[config.mk]
export PLATFORM = sky130hd
export DESIGN_NAME = iblc_top
export DESIGN_NICKNAME = d
export VERILOG_FILES = /design/src/shared/iblc_pkg.sv /design/src/verilog/iblc_detector.sv /design/src/verilog/iblc_top.sv
export VERILOG_INCLUDE_DIRS = /design/src /design/src/shared
export SDC_FILE = /design/constraint.sdc
export NUM_CORES = 1
export LEC_CHECK = 0
export ABC_CLOCK_PERIOD_IN_PS = 5900
export BUFFER_PORTS_ARGS = -buffer_cell sky130_fd_sc_hd__buf_2
export CORE_AREA = 2 2 143 145
export DETAILED_ROUTE_END_ITERATION = 8
export DIE_AREA = 0 0 145 147
export PLACE_DENSITY = 0.64
export REMOVE_ABC_BUFFERS = 1
export SYNTH_ARGS = -nofsm -noshare
export SYNTH_HDL_FRONTEND = slang
export SYNTH_HIERARCHICAL = 1
export SYNTH_SLANG_ARGS = --single-unit
export TNS_END_PERCENT = 5
[constraint.sdc]
create_clock -name CLOCK_IN -period 5.9 [get_ports CLOCK_IN]
set_clock_uncertainty 0.15 [all_clocks]
set_input_delay 0.59 -clock CLOCK_IN [delete_from_list [all_inputs] [get_ports CLOCK_IN]]
set_output_delay 0.59 -clock CLOCK_IN [all_outputs]
set_load 0.05 [all_outputs]
[src/shared/iblc_defines.svh]
// constants of the in-band loop-code unit: register indices, fields,
// reset values and timing; included by both modules
`ifndef IBLC_DEFINES_SVH
`define IBLC_DEFINES_SVH

// register indices; byte address is four times the index
`define IBLC_IDX_LEN_CTRL 6'h0A
`define IBLC_IDX_TX_LOW 6'h0B
`define IBLC_IDX_TX_HIGH 6'h0C
`define IBLC_IDX_UP_LOW 6'h0D
`define IBLC_IDX_UP_HIGH 6'h0E
`define IBLC_IDX_DN_LOW 6'h0F
`define IBLC_IDX_DN_HIGH 6'h10
`define IBLC_IDX_CTRL 6'h20
`define IBLC_IDX_STATUS 6'h21
`define IBLC_IDX_MASK 6'h22

// field positions
`define IBLC_TXLEN_MSB 7
`define IBLC_TXLEN_LSB 6
`define IBLC_UPLEN_MSB 5
`define IBLC_UPLEN_LSB 3
`define IBLC_DNLEN_MSB 2
`define IBLC_DNLEN_LSB 0
`define IBLC_CTRL_TXEN 3
`define IBLC_STAT_UP 7
`define IBLC_STAT_DN 6

// reset value and writable mask-register bits
`define IBLC_REG_RESET 8'h00
`define IBLC_STAT_MASK 8'hC0

// timing
`define IBLC_CLK_HZ 20000000
`define IBLC_INTEG_MS 48
`define IBLC_INTEG_CYCLES ((`IBLC_INTEG_MS * `IBLC_CLK_HZ) / 1000)
// error budget is the window length shifted right by this amount
`define IBLC_ERR_SHIFT 6

`endif

[src/shared/iblc_pkg.sv]
// types of the in-band loop-code unit
// assumes nothing beyond the shared defines
package iblc_pkg;
  typedef enum logic [1:0] {
    IBLC_TX5 = 2'b00,
    IBLC_TX6 = 2'b01,
    IBLC_TX7 = 2'b10,
    IBLC_TX16 = 2'b11
  } iblc_txlen_e;
  typedef enum logic {
    IBLC_HUNT = 1'b0,
    IBLC_TRACK = 1'b1
  } iblc_det_e;
  typedef logic [7:0] iblc_byte_t;
endpackage : iblc_pkg

[src/verilog/iblc_detector.sv]
// one repeating-code detector, one line bit per clock
// assumes received bits arrive synchronous to clk_in, one per cycle
`timescale 1ns/1ps
`default_nettype none
`include "iblc_defines.svh"
module iblc_detector #(
  parameter int INTEG_CYCLES = `IBLC_INTEG_CYCLES
) (
  // clock and reset
  input wire logic clk_in,
  input wire logic srst_in,
  // line and configuration
  input wire logic rx_bit_in,
  input wire logic [2:0] len_sel_in,
  input wire iblc_pkg::iblc_byte_t pat_first_in,
  input wire iblc_pkg::iblc_byte_t pat_second_in,
  // result
  output logic found_out,
  output logic locked_out
);
  localparam logic [19:0] WIN_LAST = 20'(INTEG_CYCLES - 1);
  localparam logic [19:0] ERR_LIMIT = WIN_LAST >> `IBLC_ERR_SHIFT;

  logic [3:0] phase_reg;
  logic [19:0] win_reg;
  logic [19:0] errs_reg;
  logic found_reg;
  iblc_pkg::iblc_det_e state_reg;
  logic [3:0] len_m1;
  logic [15:0] pattern;
  logic expect_bit;
  logic mism;
  logic slip;
  logic [3:0] phase_next;

  // 000..110 give 1..7 bits, 111 gives 16; 8 repeats inside 16
  assign len_m1 = (len_sel_in == 3'h7) ? 4'hF : {1'b0, len_sel_in};
  // first register bit 7 is the first bit, unused low bits never reached
  assign pattern = {pat_first_in, pat_second_in};
  assign expect_bit = pattern[4'hF - phase_reg];
  assign mism = rx_bit_in ^ expect_bit;
  // too many errors in this window: hold phase one bit to re-align
  assign slip = mism && (errs_reg >= ERR_LIMIT);
  assign phase_next = (phase_reg >= len_m1) ? 4'h0 : phase_reg + 4'h1;

  // errors up to the budget are tolerated, so a 1e-2 line still locks
  always_ff @(posedge clk_in)
  begin
    if (srst_in)
    begin
      phase_reg <= 4'h0;
      win_reg <= 20'h00000;
      errs_reg <= 20'h00000;
      state_reg <= iblc_pkg::IBLC_HUNT;
      found_reg <= 1'b0;
    end
    else if (slip)
    begin
      win_reg <= 20'h00000;
      errs_reg <= 20'h00000;
      state_reg <= iblc_pkg::IBLC_HUNT;
      found_reg <= 1'b0;
    end
    else
    begin
      phase_reg <= phase_next;
      found_reg <= 1'b0;
      if (win_reg == WIN_LAST)
      begin
        // an integration window within the error budget reports the code
        win_reg <= 20'h00000;
        errs_reg <= 20'h00000;
        state_reg <= iblc_pkg::IBLC_TRACK;
        found_reg <= 1'b1;
      end
      else
      begin
        win_reg <= win_reg + 20'h00001;
        errs_reg <= errs_reg + {19'h00000, mism};
      end
    end
  end

  assign found_out = found_reg;
  assign locked_out = (state_reg == iblc_pkg::IBLC_TRACK);

  chk_len16_wrap: assert property (@(posedge clk_in) disable iff (srst_in)
    len_sel_in == 3'h7 && phase_reg == 4'hF && !slip |=> phase_reg == 4'h0)
    else $error("sixteen-bit phase did not wrap");
  chk_good_bit_keeps: assert property (@(posedge clk_in) disable iff (srst_in)
    !mism && state_reg == iblc_pkg::IBLC_TRACK |=> state_reg == iblc_pkg::IBLC_TRACK)
    else $error("matching bit dropped lock");
  chk_found_single: assert property (@(posedge clk_in) disable iff (srst_in)
    found_reg |=> !found_reg && state_reg == iblc_pkg::IBLC_TRACK)
    else $error("found pulse too long");
endmodule : iblc_detector
`default_nettype wire

[src/verilog/iblc_top.sv]
// in-band loop-code unit: APB registers, transmit code generator,
// loop-up and loop-down detectors, sticky status with interrupt
// assumes line bits move one per CLOCK_IN cycle in both directions
//
// Summary of operation
// - generates and detects repeating patterns of 1 to 8 or 16 bits
// - transmit length field: 00=5, 01=6/3, 10=7, 11=16/8/4/2/1 bits
// - code is sent only while the transmit enable bit is set
// - bit 7 of the low pattern register goes first, then descending
// - low bits beyond the selected 5, 6 or 7 bit length are ignored
// - 80h with 5-bit length gives the repeating CSU code 10000
// - two independent detectors, loop-up and loop-down, own registers
// - receive length 000..110 means 1..7 bits, 111 means 16/8 bits
// - length control: tx in 7:6, loop-up in 5:3, loop-down in 2:0
// - detection survives a bit-error rate up to one in a hundred
// - about 48 ms of code sets status bit 7 (up) or 6 (down)
// - loop-up bit 7 is first; low bits ignored for shorter lengths
`timescale 1ns/1ps
`default_nettype none
`include "iblc_defines.svh"
module iblc_top #(
  parameter int INTEG_CYCLES = `IBLC_INTEG_CYCLES
) (
  // clock and reset
  input wire logic CLOCK_IN,
  input wire logic SRST_IN,
  // apb slave
  input wire logic PSEL_IN,
  input wire logic PENABLE_IN,
  input wire logic PWRITE_IN,
  input wire logic [7:0] PADDR_IN,
  input wire logic [31:0] PWDATA_IN,
  output logic [31:0] PRDATA_OUT,
  output logic PREADY_OUT,
  output logic PSLVERR_OUT,
  // line data
  input wire logic TX_DATA_IN,
  output logic TX_DATA_OUT,
  input wire logic RX_DATA_IN,
  // interrupt
  output logic IRQ_OUT
);
  iblc_pkg::iblc_byte_t len_ctrl_reg;
  iblc_pkg::iblc_byte_t tx_low_reg;
  iblc_pkg::iblc_byte_t tx_high_reg;
  iblc_pkg::iblc_byte_t up_low_reg;
  iblc_pkg::iblc_byte_t up_high_reg;
  iblc_pkg::iblc_byte_t dn_low_reg;
  iblc_pkg::iblc_byte_t dn_high_reg;
  iblc_pkg::iblc_byte_t ctrl_reg;
  iblc_pkg::iblc_byte_t stat_reg;
  iblc_pkg::iblc_byte_t mask_reg;
  iblc_pkg::iblc_byte_t stat_next;
  iblc_pkg::iblc_byte_t rd_byte;
  logic [31:0] prdata_reg;
  logic [5:0] reg_idx;
  logic addr_hit;
  logic wr_en;
  logic setup;
  logic w1c_up;
  logic w1c_dn;

  // transmit side
  iblc_pkg::iblc_txlen_e tx_len;
  logic tx_en;
  logic [3:0] tx_len_m1;
  logic [3:0] tx_idx_reg;
  logic [15:0] tx_pattern;
  logic tx_code_bit;
  logic tx_out_reg;

  // receive side
  logic up_found;
  logic dn_found;
  logic up_locked;
  logic dn_locked;

  // ---------------- apb slave ----------------
  assign reg_idx = PADDR_IN[7:2];
  assign setup = PSEL_IN && !PENABLE_IN;
  assign wr_en = PSEL_IN && PENABLE_IN && PWRITE_IN && addr_hit;

  always_comb
  begin
    addr_hit = 1'b1;
    rd_byte = 8'h00;
    unique case (reg_idx)
      `IBLC_IDX_LEN_CTRL: rd_byte = len_ctrl_reg;
      `IBLC_IDX_TX_LOW: rd_byte = tx_low_reg;
      `IBLC_IDX_TX_HIGH: rd_byte = tx_high_reg;
      `IBLC_IDX_UP_LOW: rd_byte = up_low_reg;
      `IBLC_IDX_UP_HIGH: rd_byte = up_high_reg;
      `IBLC_IDX_DN_LOW: rd_byte = dn_low_reg;
      `IBLC_IDX_DN_HIGH: rd_byte = dn_high_reg;
      `IBLC_IDX_CTRL: rd_byte = ctrl_reg;
      `IBLC_IDX_STATUS: rd_byte = stat_reg;
      `IBLC_IDX_MASK: rd_byte = mask_reg;
      default: addr_hit = 1'b0;
    endcase
  end

  // read data is captured in the setup cycle so the access cycle
  // can complete with no wait state and data straight from flops
  always_ff @(posedge CLOCK_IN)
  begin
    if (SRST_IN)
    begin
      prdata_reg <= 32'h00000000;
    end
    else if (setup)
    begin
      prdata_reg <= {24'h000000, rd_byte};
    end
  end

  assign PRDATA_OUT = prdata_reg;
  assign PREADY_OUT = 1'b1;
  assign PSLVERR_OUT = PSEL_IN && PENABLE_IN && !addr_hit;

  // configuration registers
  always_ff @(posedge CLOCK_IN)
  begin
    if (SRST_IN)
    begin
      len_ctrl_reg <= `IBLC_REG_RESET;
      tx_low_reg <= `IBLC_REG_RESET;
      tx_high_reg <= `IBLC_REG_RESET;
      up_low_reg <= `IBLC_REG_RESET;
      up_high_reg <= `IBLC_REG_RESET;
      dn_low_reg <= `IBLC_REG_RESET;
      dn_high_reg <= `IBLC_REG_RESET;
      ctrl_reg <= `IBLC_REG_RESET;
      mask_reg <= `IBLC_REG_RESET;
    end
    else if (wr_en)
    begin
      unique case (reg_idx)
        `IBLC_IDX_LEN_CTRL: len_ctrl_reg <= PWDATA_IN[7:0];
        `IBLC_IDX_TX_LOW: tx_low_reg <= PWDATA_IN[7:0];
        `IBLC_IDX_TX_HIGH: tx_high_reg <= PWDATA_IN[7:0];
        `IBLC_IDX_UP_LOW: up_low_reg <= PWDATA_IN[7:0];
        `IBLC_IDX_UP_HIGH: up_high_reg <= PWDATA_IN[7:0];
        `IBLC_IDX_DN_LOW: dn_low_reg <= PWDATA_IN[7:0];
        `IBLC_IDX_DN_HIGH: dn_high_reg <= PWDATA_IN[7:0];
        `IBLC_IDX_CTRL: ctrl_reg <= PWDATA_IN[7:0];
        `IBLC_IDX_MASK: mask_reg <= PWDATA_IN[7:0] & `IBLC_STAT_MASK;
        default:
        begin
        end
      endcase
    end
  end

  // ---------------- status and interrupt ----------------
  assign w1c_up = wr_en && reg_idx == `IBLC_IDX_STATUS && PWDATA_IN[`IBLC_STAT_UP];
  assign w1c_dn = wr_en && reg_idx == `IBLC_IDX_STATUS && PWDATA_IN[`IBLC_STAT_DN];

  // a detection in the same cycle as a clear keeps the flag set
  always_comb
  begin
    stat_next = stat_reg;
    if (w1c_up)
    begin
      stat_next[`IBLC_STAT_UP] = 1'b0;
    end
    if (w1c_dn)
    begin
      stat_next[`IBLC_STAT_DN] = 1'b0;
    end
    if (up_found)
    begin
      stat_next[`IBLC_STAT_UP] = 1'b1;
    end
    if (dn_found)
    begin
      stat_next[`IBLC_STAT_DN] = 1'b1;
    end
  end

  always_ff @(posedge CLOCK_IN)
  begin
    if (SRST_IN)
    begin
      stat_reg <= `IBLC_REG_RESET;
    end
    else
    begin
      stat_reg <= stat_next;
    end
  end

  assign IRQ_OUT = |(stat_reg & mask_reg);

  // ---------------- transmit generator ----------------
  assign tx_len = iblc_pkg::iblc_txlen_e'(len_ctrl_reg[`IBLC_TXLEN_MSB:`IBLC_TXLEN_LSB]);
  assign tx_en = ctrl_reg[`IBLC_CTRL_TXEN];

  // 6 covers 3, and 16 covers 8/4/2/1, when both registers hold the code
  always_comb
  begin
    unique case (tx_len)
      iblc_pkg::IBLC_TX5: tx_len_m1 = 4'h4;
      iblc_pkg::IBLC_TX6: tx_len_m1 = 4'h5;
      iblc_pkg::IBLC_TX7: tx_len_m1 = 4'h6;
      iblc_pkg::IBLC_TX16: tx_len_m1 = 4'hF;
    endcase
  end

  // low register first, bit 7 leading; high register carries bits 7..0
  assign tx_pattern = {tx_low_reg, tx_high_reg};
  assign tx_code_bit = tx_pattern[4'hF - tx_idx_reg];

  // index restarts at zero whenever the code is off so it opens on bit 7
  always_ff @(posedge CLOCK_IN)
  begin
    if (SRST_IN || !tx_en)
    begin
      tx_idx_reg <= 4'h0;
    end
    else if (tx_idx_reg >= tx_len_m1)
    begin
      tx_idx_reg <= 4'h0;
    end
    else
    begin
      tx_idx_reg <= tx_idx_reg + 4'h1;
    end
  end

  // with the enable off the line data passes untouched
  always_ff @(posedge CLOCK_IN)
  begin
    if (SRST_IN)
    begin
      tx_out_reg <= 1'b0;
    end
    else
    begin
      tx_out_reg <= tx_en ? tx_code_bit : TX_DATA_IN;
    end
  end

  assign TX_DATA_OUT = tx_out_reg;

  // ---------------- receive detectors ----------------
  // each code has its own pattern pair and length field
  iblc_detector #(
    .INTEG_CYCLES(INTEG_CYCLES)
  ) u_detect_up (
    .clk_in(CLOCK_IN),
    .srst_in(SRST_IN),
    .rx_bit_in(RX_DATA_IN),
    .len_sel_in(len_ctrl_reg[`IBLC_UPLEN_MSB:`IBLC_UPLEN_LSB]),
    .pat_first_in(up_low_reg),
    .pat_second_in(up_high_reg),
    .found_out(up_found),
    .locked_out(up_locked)
  );

  iblc_detector #(
    .INTEG_CYCLES(INTEG_CYCLES)
  ) u_detect_dn (
    .clk_in(CLOCK_IN),
    .srst_in(SRST_IN),
    .rx_bit_in(RX_DATA_IN),
    .len_sel_in(len_ctrl_reg[`IBLC_DNLEN_MSB:`IBLC_DNLEN_LSB]),
    .pat_first_in(dn_low_reg),
    .pat_second_in(dn_high_reg),
    .found_out(dn_found),
    .locked_out(dn_locked)
  );

  // ---------------- checks ----------------
  chk_tx_passthru: assert property (@(posedge CLOCK_IN) disable iff (SRST_IN)
    !tx_en |=> TX_DATA_OUT == $past(TX_DATA_IN))
    else $error("line data not passed while code off");
  chk_tx_first_bit: assert property (@(posedge CLOCK_IN) disable iff (SRST_IN)
    tx_en && tx_idx_reg == 4'h0 |=> TX_DATA_OUT == $past(tx_low_reg[7]))
    else $error("first code bit is not low bit 7");
  chk_tx_high_bit: assert property (@(posedge CLOCK_IN) disable iff (SRST_IN)
    tx_en && tx_len == iblc_pkg::IBLC_TX16 && tx_idx_reg == 4'h8
    |=> TX_DATA_OUT == $past(tx_high_reg[7]))
    else $error("ninth code bit is not high bit 7");
  chk_tx_len_five: assert property (@(posedge CLOCK_IN) disable iff (SRST_IN)
    tx_en && tx_len == iblc_pkg::IBLC_TX5 && $stable(len_ctrl_reg) && tx_idx_reg <= 4'h4
    |=> tx_idx_reg <= 4'h4)
    else $error("five-bit code reached ignored bits");
  chk_tx_wrap: assert property (@(posedge CLOCK_IN) disable iff (SRST_IN)
    tx_en && tx_idx_reg == tx_len_m1 ##1 tx_en |-> tx_idx_reg == 4'h0)
    else $error("code index did not wrap");
  chk_csu_code: assert property (@(posedge CLOCK_IN) disable iff (SRST_IN)
    tx_en && tx_low_reg == 8'h80 && tx_len == iblc_pkg::IBLC_TX5 && tx_idx_reg != 4'h0
    |=> TX_DATA_OUT == 1'b0)
    else $error("csu code carries a stray one");
  chk_flag_set_wins: assert property (@(posedge CLOCK_IN) disable iff (SRST_IN)
    up_found || dn_found |=> (stat_reg & {$past(up_found), $past(dn_found), 6'h00}) != 8'h00)
    else $error("detection lost against a clear");
  chk_irq_follows: assert property (@(posedge CLOCK_IN) disable iff (SRST_IN)
    (up_found && mask_reg[`IBLC_STAT_UP] || dn_found && mask_reg[`IBLC_STAT_DN])
    && $stable(mask_reg) ##1 $stable(mask_reg) |-> IRQ_OUT)
    else $error("masked-in detection gave no interrupt");
endmodule : iblc_top
`default_nettype wire
==> results of run 1 <==
[layer usage]
layer | track usage | up-vias
li1 | - | 3289
met1 | 0.238 | 3047
met2 | 0.276 | 125
met3 | 0.0348 | 28
met4 | 0.0634 | 0
met5 | 0 | -
[power groups by stage]
| stage | logic, uW | registers, uW | clock network [uW] |
|---|---|---|---|
| 6_report | 130 | 1170 | 1110 |
| 5_1_grt | 141 | 1170 | 1190 |
| 4_1_cts | 131 | 1170 | 1130 |
| 3_5_place_dp | 130 | 1190 | 0 |
| 3_3_place_gp | 130 | 1190 | 0 |
| 2_1_floorplan | 76.0 | 1200 | 0 |
[placed cells by master (no fill, tap or decap), drive strengths merged, types with 5 or more instances in the layout]
master and instances:
nand2 69, conb 25, dfxtp 171, mux4 12, and2 7, nand2b 7
xor2 43, mux2 7, nor4 7, nor2b 9, xnor2 33, nor3 11
clkbuf 17, o211ai 16, a21o 5, and3 18, mux2i 84, a22o 9
ha 20, buf 35, nor2 182, nand3 45, o21ai 5, nand4 25
a22oi 9, inv 36, a21oi 20
[metrics by stage]
step	cell area [um^2]	setup slack, ns	cells	total power [uW]	util
global placement	8790	2.29	1216	1320	0.443
detailed placement	8790	2.31	1216	1320	0.443
global route	9370	1.92	1248	2500	0.472
finish	9370	2.26	1248	2410	0.472
floorplan	8270	2.85	911	1270	-
CTS	9370	2.27	1248	2430	0.472
[how the worst min path moves through the flow]
stage,depth (start not counted),to,startpoint
CTS,2,ctrl_reg[2],ctrl_reg[2]
floorplan,2,stat_reg[6],u_detect_dn/found_out
finish,2,ctrl_reg[2],ctrl_reg[2]
detailed placement,2,ctrl_reg[2],ctrl_reg[2]
global route,2,ctrl_reg[6],ctrl_reg[6]
global placement,2,stat_reg[6],u_detect_dn/found_out
[worst register-to-register path: stages, from the launching register on]
cell	delay, ns
dfxtp_1	0.72
mux2i_1	0.18
mux4_2	0.49
mux2i_1	0.18
xnor2_1	0.18
inv_1	0.19
ha_1	0.20
nand3_1	0.18
nor3_1	0.39
nor2b_1	0.33
nand3_1	0.14
xor2_1	0.15
nor2_1	0.05
[cell type report]
class                   instances  area, um^2
clock buffers                  17         425
clock inverters                15         159
fillers                      1870       10500
inverters                      27         101
multi-input cells             713        4740
flip-flops and latches        171        3420
well taps                     270         338
repair buffers                 35         185
==> impl_metrics.ini, run 1 <==
[timing]
worstMarginPinSlew_ns = 0.818
fin_crit_ns = 3.64
hold_violations = 0
period_share = 0.617
rsz0062_at_grt = no
slew_headroom = 0.453
slew_viol_final = 0
tns_ns = 0
fin_hold_ws_ns = 0.308
max_freq_ghz = 0.275
setup_viol = 0

[place]
gp_congestion = 0.793
place_hpwl_um = 12700
port_buffers = 31

[die]
rows = 52
initial_utilization = 0.435
die_h_um = 147
die_x_um = 145
core_um2 = 19800
boundaryPins = 83
die_area_um2 = 21300

[routing]
wl_met2_um = 8290
num_vias = 6489
drt-total-wl_um = 18300
dr_wl_met3_um = 793
ant_nets = 0
wl_met1_um = 8850
vias_per_cell = 5.20
highest_layer = met4
drtIter0Drc = 429
routedWlPerCell_um = 14.6
firstDrtPassIters = 5
drcViolationCount = 0

[layout]
nets = 1032
antenna_cells = 0
area_growth_pct = 8.49
final_layout_size_suffix_gt1_frac = 0.101

[yosys]
syn_inst = 960
synth_area_um2 = 8640
ys.warnings.count = 6
synth_area_per_cell_um2 = 9.00

[clocking]
cts_hold_buf = 0
post-cts-setup-buffer-count = 0
ctsResizeCount = 0
clk_latency_ns = 0.43
cts_inserted_buffers = 17
clk_pin_slew_ns = 0.07
h-tree-depth = 4
cts_root_buf = clkbuf_16
cts_max_path_buffers = 2
cts_tree = built
cts.sinks = 171

[global_routing]
grt_pass1_wl_um = 30300
grt_max_degree = 45
grt_pass1_vias = 5974
track_usage = 0.174
antenna_found_initial = 0
overflow = 0

[setup_path]
cp.arrival_ns = 3.80
path_depth = 12
reg2reg_slack_ns = 2.26
cpPeakStageDelay_ns = 0.72
critPathBufInv = 1
critPathSlowestCell = dfxtp_1
r2r_end = u_detect_up/errs_reg[17]
start_kind = flop
crit_start = u_detect_up/phase_reg[0]
cp-endpoint = u_detect_up/errs_reg[17]
worstSetupEndpointType = flop
cp_top_family = simple AND/OR/NAND/NOR gates
r2r_cells = 12
r2r_start = u_detect_up/phase_reg[0]
worstPathCellList = mux2i_1 > mux4_2 > mux2i_1 > xnor2_1 > inv_1 > ha_1 > nand3_1 > nor3_1 > nor2b_1 > nand3_1 > xor2_1 > nor2_1
worst-setup-path-type = reg -> reg
crit_fanout = 12
critPathRequiredTime_ns = 6.06

[pwr]
p_sw_frac = 0.257
netSwitchingPower_uw = 618
p_clk_frac = 0.460
leakagePower_uw = 0.00347
ir_worst_vdd_mv = 0.175
intPower_uw = 1790
combPwrFrac = 0.054
pwr-share-seq = 0.486
p_per_area_nw_per_um2 = 257

[job]
drv_cap = 0

[status]
outcome = finished, final reports clean

[min_path]
hold_class = reg -> reg
(Power assumes the default switching activity.)
==> run 2, diff against run 1 <==
- ABC_AREA: not set -> 1
- ABC_CLOCK_PERIOD_IN_PS: 5900 -> 3300
- CORE_AREA: 2 2 143 145 -> 2 2 149 151
- DIE_AREA: 0 0 145 147 -> 0 0 151 153
- PLACE_DENSITY: 0.64 -> 0.67
- clock period: 5.9 -> 3.3 ns (I/O delays scaled with it)
==> impl_metrics.ini, run 2 <==
[die]
boundaryPins = 83
core_um2 = 21500
die_x_um = 151
initial_utilization = 0.442
rows = 54
die_area_um2 = 23100
die_h_um = 153

[setup_path]
r2r_start = u_detect_dn/phase_reg[0]
r2r_cells = 18
worst-setup-path-type = reg -> reg
r2r_end = u_detect_dn/errs_reg[16]
worstSetupEndpointType = flop
cpMostUsedCell = nand2_1
cp.arrival_ns = 3.14
cpPeakStageDelay_ns = 0.38
reg2reg_slack_ns = 0.31
worstPathCellList = buf_4 > nand2_1 > nand2_1 > nand2_1 > nand3_1 > nand3_2 > nand2_2 > nand2_1 > nand2_1 > ha_1 > ha_1 > nand3_1 > nor2_2 > nand3_1 > nor4_1 > nand2_1 > xor2_1 > nor2_4
critPathRequiredTime_ns = 3.45
crit_fanout = 8
start_kind = flop
critPathBufInv = 1
critPathSlowestCell = dfxtp_2
cp_top_family = simple AND/OR/NAND/NOR gates

[place]
place_hpwl_um = 15200
postPlaceCellArea_um2 = 9690
pre_cts_slack_ns = 0.182
gp_congestion = 0.869
port_buffers = 31

[timing]
rsz0062_at_grt = no
slew_headroom = 0.403
setup_viol = 0
fin_crit_ns = 2.99
slew_viol_final = 0
worstMarginPinSlew_ns = 0.894
hold_violations = 0
max_freq_ghz = 0.334
period_share = 0.907
layout_setup_ws_ns = 0.308
tns_ns = 0

[routing]
drcViolationCount = 0
firstDrtPassIters = 6
num_vias = 8287
routedWlPerCell_um = 12.7
drt-total-wl_um = 21600
vias_per_cell = 4.89
drtIter0Drc = 535
ant_nets = 0

[global_routing]
track_usage = 0.192
grt_max_degree = 41
antenna_found_initial = 1
grt_pass1_wl_um = 36200
overflow = 0
grt_pass1_vias = 7591

[layout]
final_cell_mix = nand2_1 (346), nor2_1 (198), inv_1 (183), dfxtp_1 (169), nand3_1 (74)
nets = 1468
fin_util = 0.480
final_layout_size_suffix_gt1_frac = 0.0990
nFillCells = 2193
area_growth_pct = 8.62
design_area_um2 = 10300
layout_commonest_cell = nand2_1
antenna_cells = 0

[clocking]
cts_root_buf = clkbuf_16
h-tree-depth = 4
cts_hold_buf = 0
clk_latency_ns = 0.43
cts_tree = built
cts.sinks = 171
clk_pin_slew_ns = 0.07
cts_max_path_buffers = 2
cts_inserted_buffers = 17

[pwr]
pwr-share-seq = 0.473
netSwitchingPower_uw = 1070
intPower_uw = 3340
p_sw_frac = 0.243
leakagePower_uw = 0.00416
p_per_area_nw_per_um2 = 428
combPwrFrac = 0.052
ir_worst_vdd_mv = 0.272
power_uw = 4410
p_clk_frac = 0.475

[yosys]
synth_area_um2 = 9490
ys.warnings.count = 6
synth_area_per_cell_um2 = 6.86
syn_inst = 1384

[min_path]
hold_start = TX_DATA_IN
hold_class = in -> reg
worstHoldEndpoint = TX_DATA_OUT
hold_depth = 5

[job]
drv_cap = 0

[status]
outcome = finished, final reports clean
-- run 2: changes by cell type in the layout (fill, tap and decap cells not counted), sizes merged, moves of 13 or more --
cell / previous run / this run
nand2: 69 / 355
a21oi: 20 / 58
o21ai: 5 / 40
and3: 18 / 0
o211ai: 16 / 3
nor2: 182 / 228
nand4: 25 / 41
nand3: 45 / 90
inv: 36 / 193
mux2i: 84 / 0
-- run 2: cell type report --
class                   instances  area (um^2)  area share
clock inverters                12          161      0.0157
inverters                     193          733      0.0711
multi-input cells             977         4960       0.481
well taps                     280          350      0.0340
flip-flops and latches        171         3430       0.332
repair buffers                 41          230      0.0223
clock buffers                  20          447      0.0433
-- run 2: metal layers --
metal  wire, um  part of all wire  track usage  up-vias
li1           -                 -            -     4301
met4        460             0.021       0.0579        2
met1      10300              0.48        0.262     3757
met2       9820              0.45        0.305      191
met3        959             0.044       0.0400       36
met5         13           0.00060            0        -
-- run 2: worst max-delay path by stage --
stage                             startpoint                       end  slack, ns  cells past startpoint
global placement    u_detect_up/phase_reg[0]  u_detect_up/errs_reg[16]       0.22                     18
detailed placement  u_detect_up/phase_reg[0]  u_detect_up/errs_reg[16]       0.18                     18
global route        u_detect_dn/phase_reg[1]  u_detect_dn/errs_reg[18]      0.008                     19
CTS                 u_detect_up/phase_reg[0]  u_detect_up/errs_reg[16]       0.09                     18
finish              u_detect_dn/phase_reg[0]  u_detect_dn/errs_reg[16]       0.31                     18
floorplan           u_detect_dn/phase_reg[0]  u_detect_dn/errs_reg[18]       0.58                     20
-- run 2: power by group through the flow --
stage	Clock, uW	Sequential (uW)	Combinational (uW)
after floorplan	0	2130	149
after global placement	0	2130	226
after detailed placement	0	2130	229
after CTS	2140	2080	230
after global routing	2210	2090	251
final	2090	2080	230
-- run 2: timing repair --
item	in CTS	in global routing
hold endpoints to repair	0	0
endpoints found under the setup margin	0	6
resized for setup	0	5
buffers inserted	0	0
-- run 2: worst min-delay path: cells and delay by family --
family | cells | cell delay (ns)
buffers and inverters | 2 | 0.12
and+or+nand+nor | 3 | 0.18
-- run 2: through the flow --
stage | instances | hold slack, ns
2_1_floorplan | 1341 | 0.249
3_3_place_gp | 1662 | 0.275
3_5_place_dp | 1662 | 0.281
4_1_cts | 1694 | 0.0701
5_1_grt | 1694 | 0.0990
6_report | 1694 | 0.0792
==> run 3, diff against run 2 <==
- CORE_AREA: 2 2 149 151 -> 2 2 136 165
- DIE_AREA: 0 0 151 153 -> 0 0 138 167
==> impl_metrics.ini, run 3 (synthesis gave the netlist of run 2 again) <==
[clocking]
cts_tree = built
cts_inserted_buffers = 17
cts_max_path_buffers = 2
clk_latency_ns = 0.43
clk_pin_slew_ns = 0.07
cts.sinks = 171
h-tree-depth = 4
cts_hold_buf = 0
post-cts-setup-buffer-count = 0
cts_root_buf = clkbuf_16

[die]
core_um2 = 21400
die_x_um = 138
die_area_um2 = 23000
initial_utilization = 0.443
die_h_um = 167
boundaryPins = 83
rows = 59

[min_path]
hold_class = in -> reg

[pwr]
power_uw = 4300
p_per_area_nw_per_um2 = 418
leakagePower_uw = 0.00413
ir_worst_vdd_mv = 0.265

[layout]
final_cell_mix = nand2_1 (346), nor2_1 (200), inv_1 (183), dfxtp_1 (169), nand3_1 (74)
final_layout_size_suffix_gt1_frac = 0.0989
design_area_um2 = 10300
nets = 1470
nFillCells = 2151
area_growth_pct = 8.36
antenna_cells = 0
multi_input_area_um2 = 4960
layout_commonest_cell = nand2_1
seqCellArea_um2 = 3430

[setup_path]
worstPathCellList = inv_4 > nand2_2 > nand3_1 > nand3_1 > nand3_2 > nand2_2 > nand2_1 > nand2_1 > ha_1 > ha_1 > nand3_1 > nor2_1 > nand2_1 > nor2_1 > nand3_1 > nor2_1 > nand2_1 > xor2_1 > inv_1 > nor2_4
critPathSlowestCell = dfxtp_2
cpPeakStageDelay_ns = 0.42
critPathBufInv = 2
crit_fanout = 12
start_kind = flop
cp_top_family = simple AND/OR/NAND/NOR gates
critPathRequiredTime_ns = 3.46
cp.arrival_ns = 3.13
worst-setup-path-type = reg -> reg
worstSetupEndpointType = flop

[routing]
drt-total-wl_um = 21600
firstDrtPassIters = 5
ant_nets = 0
drtIter0Drc = 530
routedWlPerCell_um = 12.8
drcViolationCount = 0
vias_per_cell = 4.92
num_vias = 8317

[global_routing]
grt_pass1_wl_um = 36800
grt_pass1_vias = 7826
antenna_found_initial = 0
grt_max_degree = 41
overflow = 0
track_usage = 0.192

[timing]
fin_crit_ns = 2.97
hold_violations = 0
tns_ns = 0
max_freq_ghz = 0.337
slew_headroom = 0.373
rsz0062_at_grt = no
setup_viol = 0
worstMarginPinSlew_ns = 0.939
slew_viol_final = 0
period_share = 0.899

[place]
place_hpwl_um = 15600
postPlaceCellArea_um2 = 9700
gp_congestion = 0.898
port_buffers = 31

[status]
outcome = finished, final reports clean

[job]
drv_cap = 0
## run 3: worst register-to-register path: cells and delay by family (launching register included)
kind	cells	cell delay [ns]
fa+ha+maj	2	0.38
simple gates	15	1.58
buf+inv	2	0.19
flops	1	0.42
xor+xnor	1	0.14
## run 3: area by class of cell
| cell class | instances | area share |
|---|---|---|
| Inverter | 193 | 0.0713 |
| Sequential cell | 171 | 0.333 |
| Clock buffer | 21 | 0.0448 |
| Tap cell | 274 | 0.0333 |
| Timing Repair Buffer | 43 | 0.0238 |
| Multi-Input combinational cell | 977 | 0.482 |
| Clock inverter | 11 | 0.0117 |
## run 3: stage by stage
step                setup WS (ns)  std cells   util  hold slack [ns]
floorplan                   0.580       1341      -            0.249
global placement            0.265       1658  0.453            0.271
detailed placement          0.237       1658  0.453            0.277
CTS                         0.211       1690  0.480           0.0372
global route               0.0161       1690  0.481            0.112
finish                      0.333       1690  0.481           0.0438
## run 3: worst paths after layout
path	slack, ns	depth (start not counted)	to	start
max	0.33	20	u_detect_dn/errs_reg[18]	u_detect_dn/phase_reg[0]
max reg2reg	0.33	20	u_detect_dn/errs_reg[18]	u_detect_dn/phase_reg[0]
min	0.04	5	TX_DATA_OUT	TX_DATA_IN
min reg2reg	0.28	2	stat_reg[6]	u_detect_dn/found_out
## run 3: per-layer routing
metal	global-route usage	wire length [um]
met3	0.0328	930
met4	0.0918	854
met5	0	0
met1	0.230	9290
met2	0.332	10500
## run 3: power by group
part | total (uW) | leakage, uW | switching [uW] | internal [uW]
Combinational | 232 | 0.00249 | 192 | 40.0
Sequential | 2090 | 0.00138 | 9.04 | 2080
Clock | 1980 | 0.000267 | 829 | 1150
## run 3: repair_timing
item	in CTS	in global routing
resized for setup	0	3
endpoints found under the setup margin	0	5
endpoints found under the hold margin	0	0
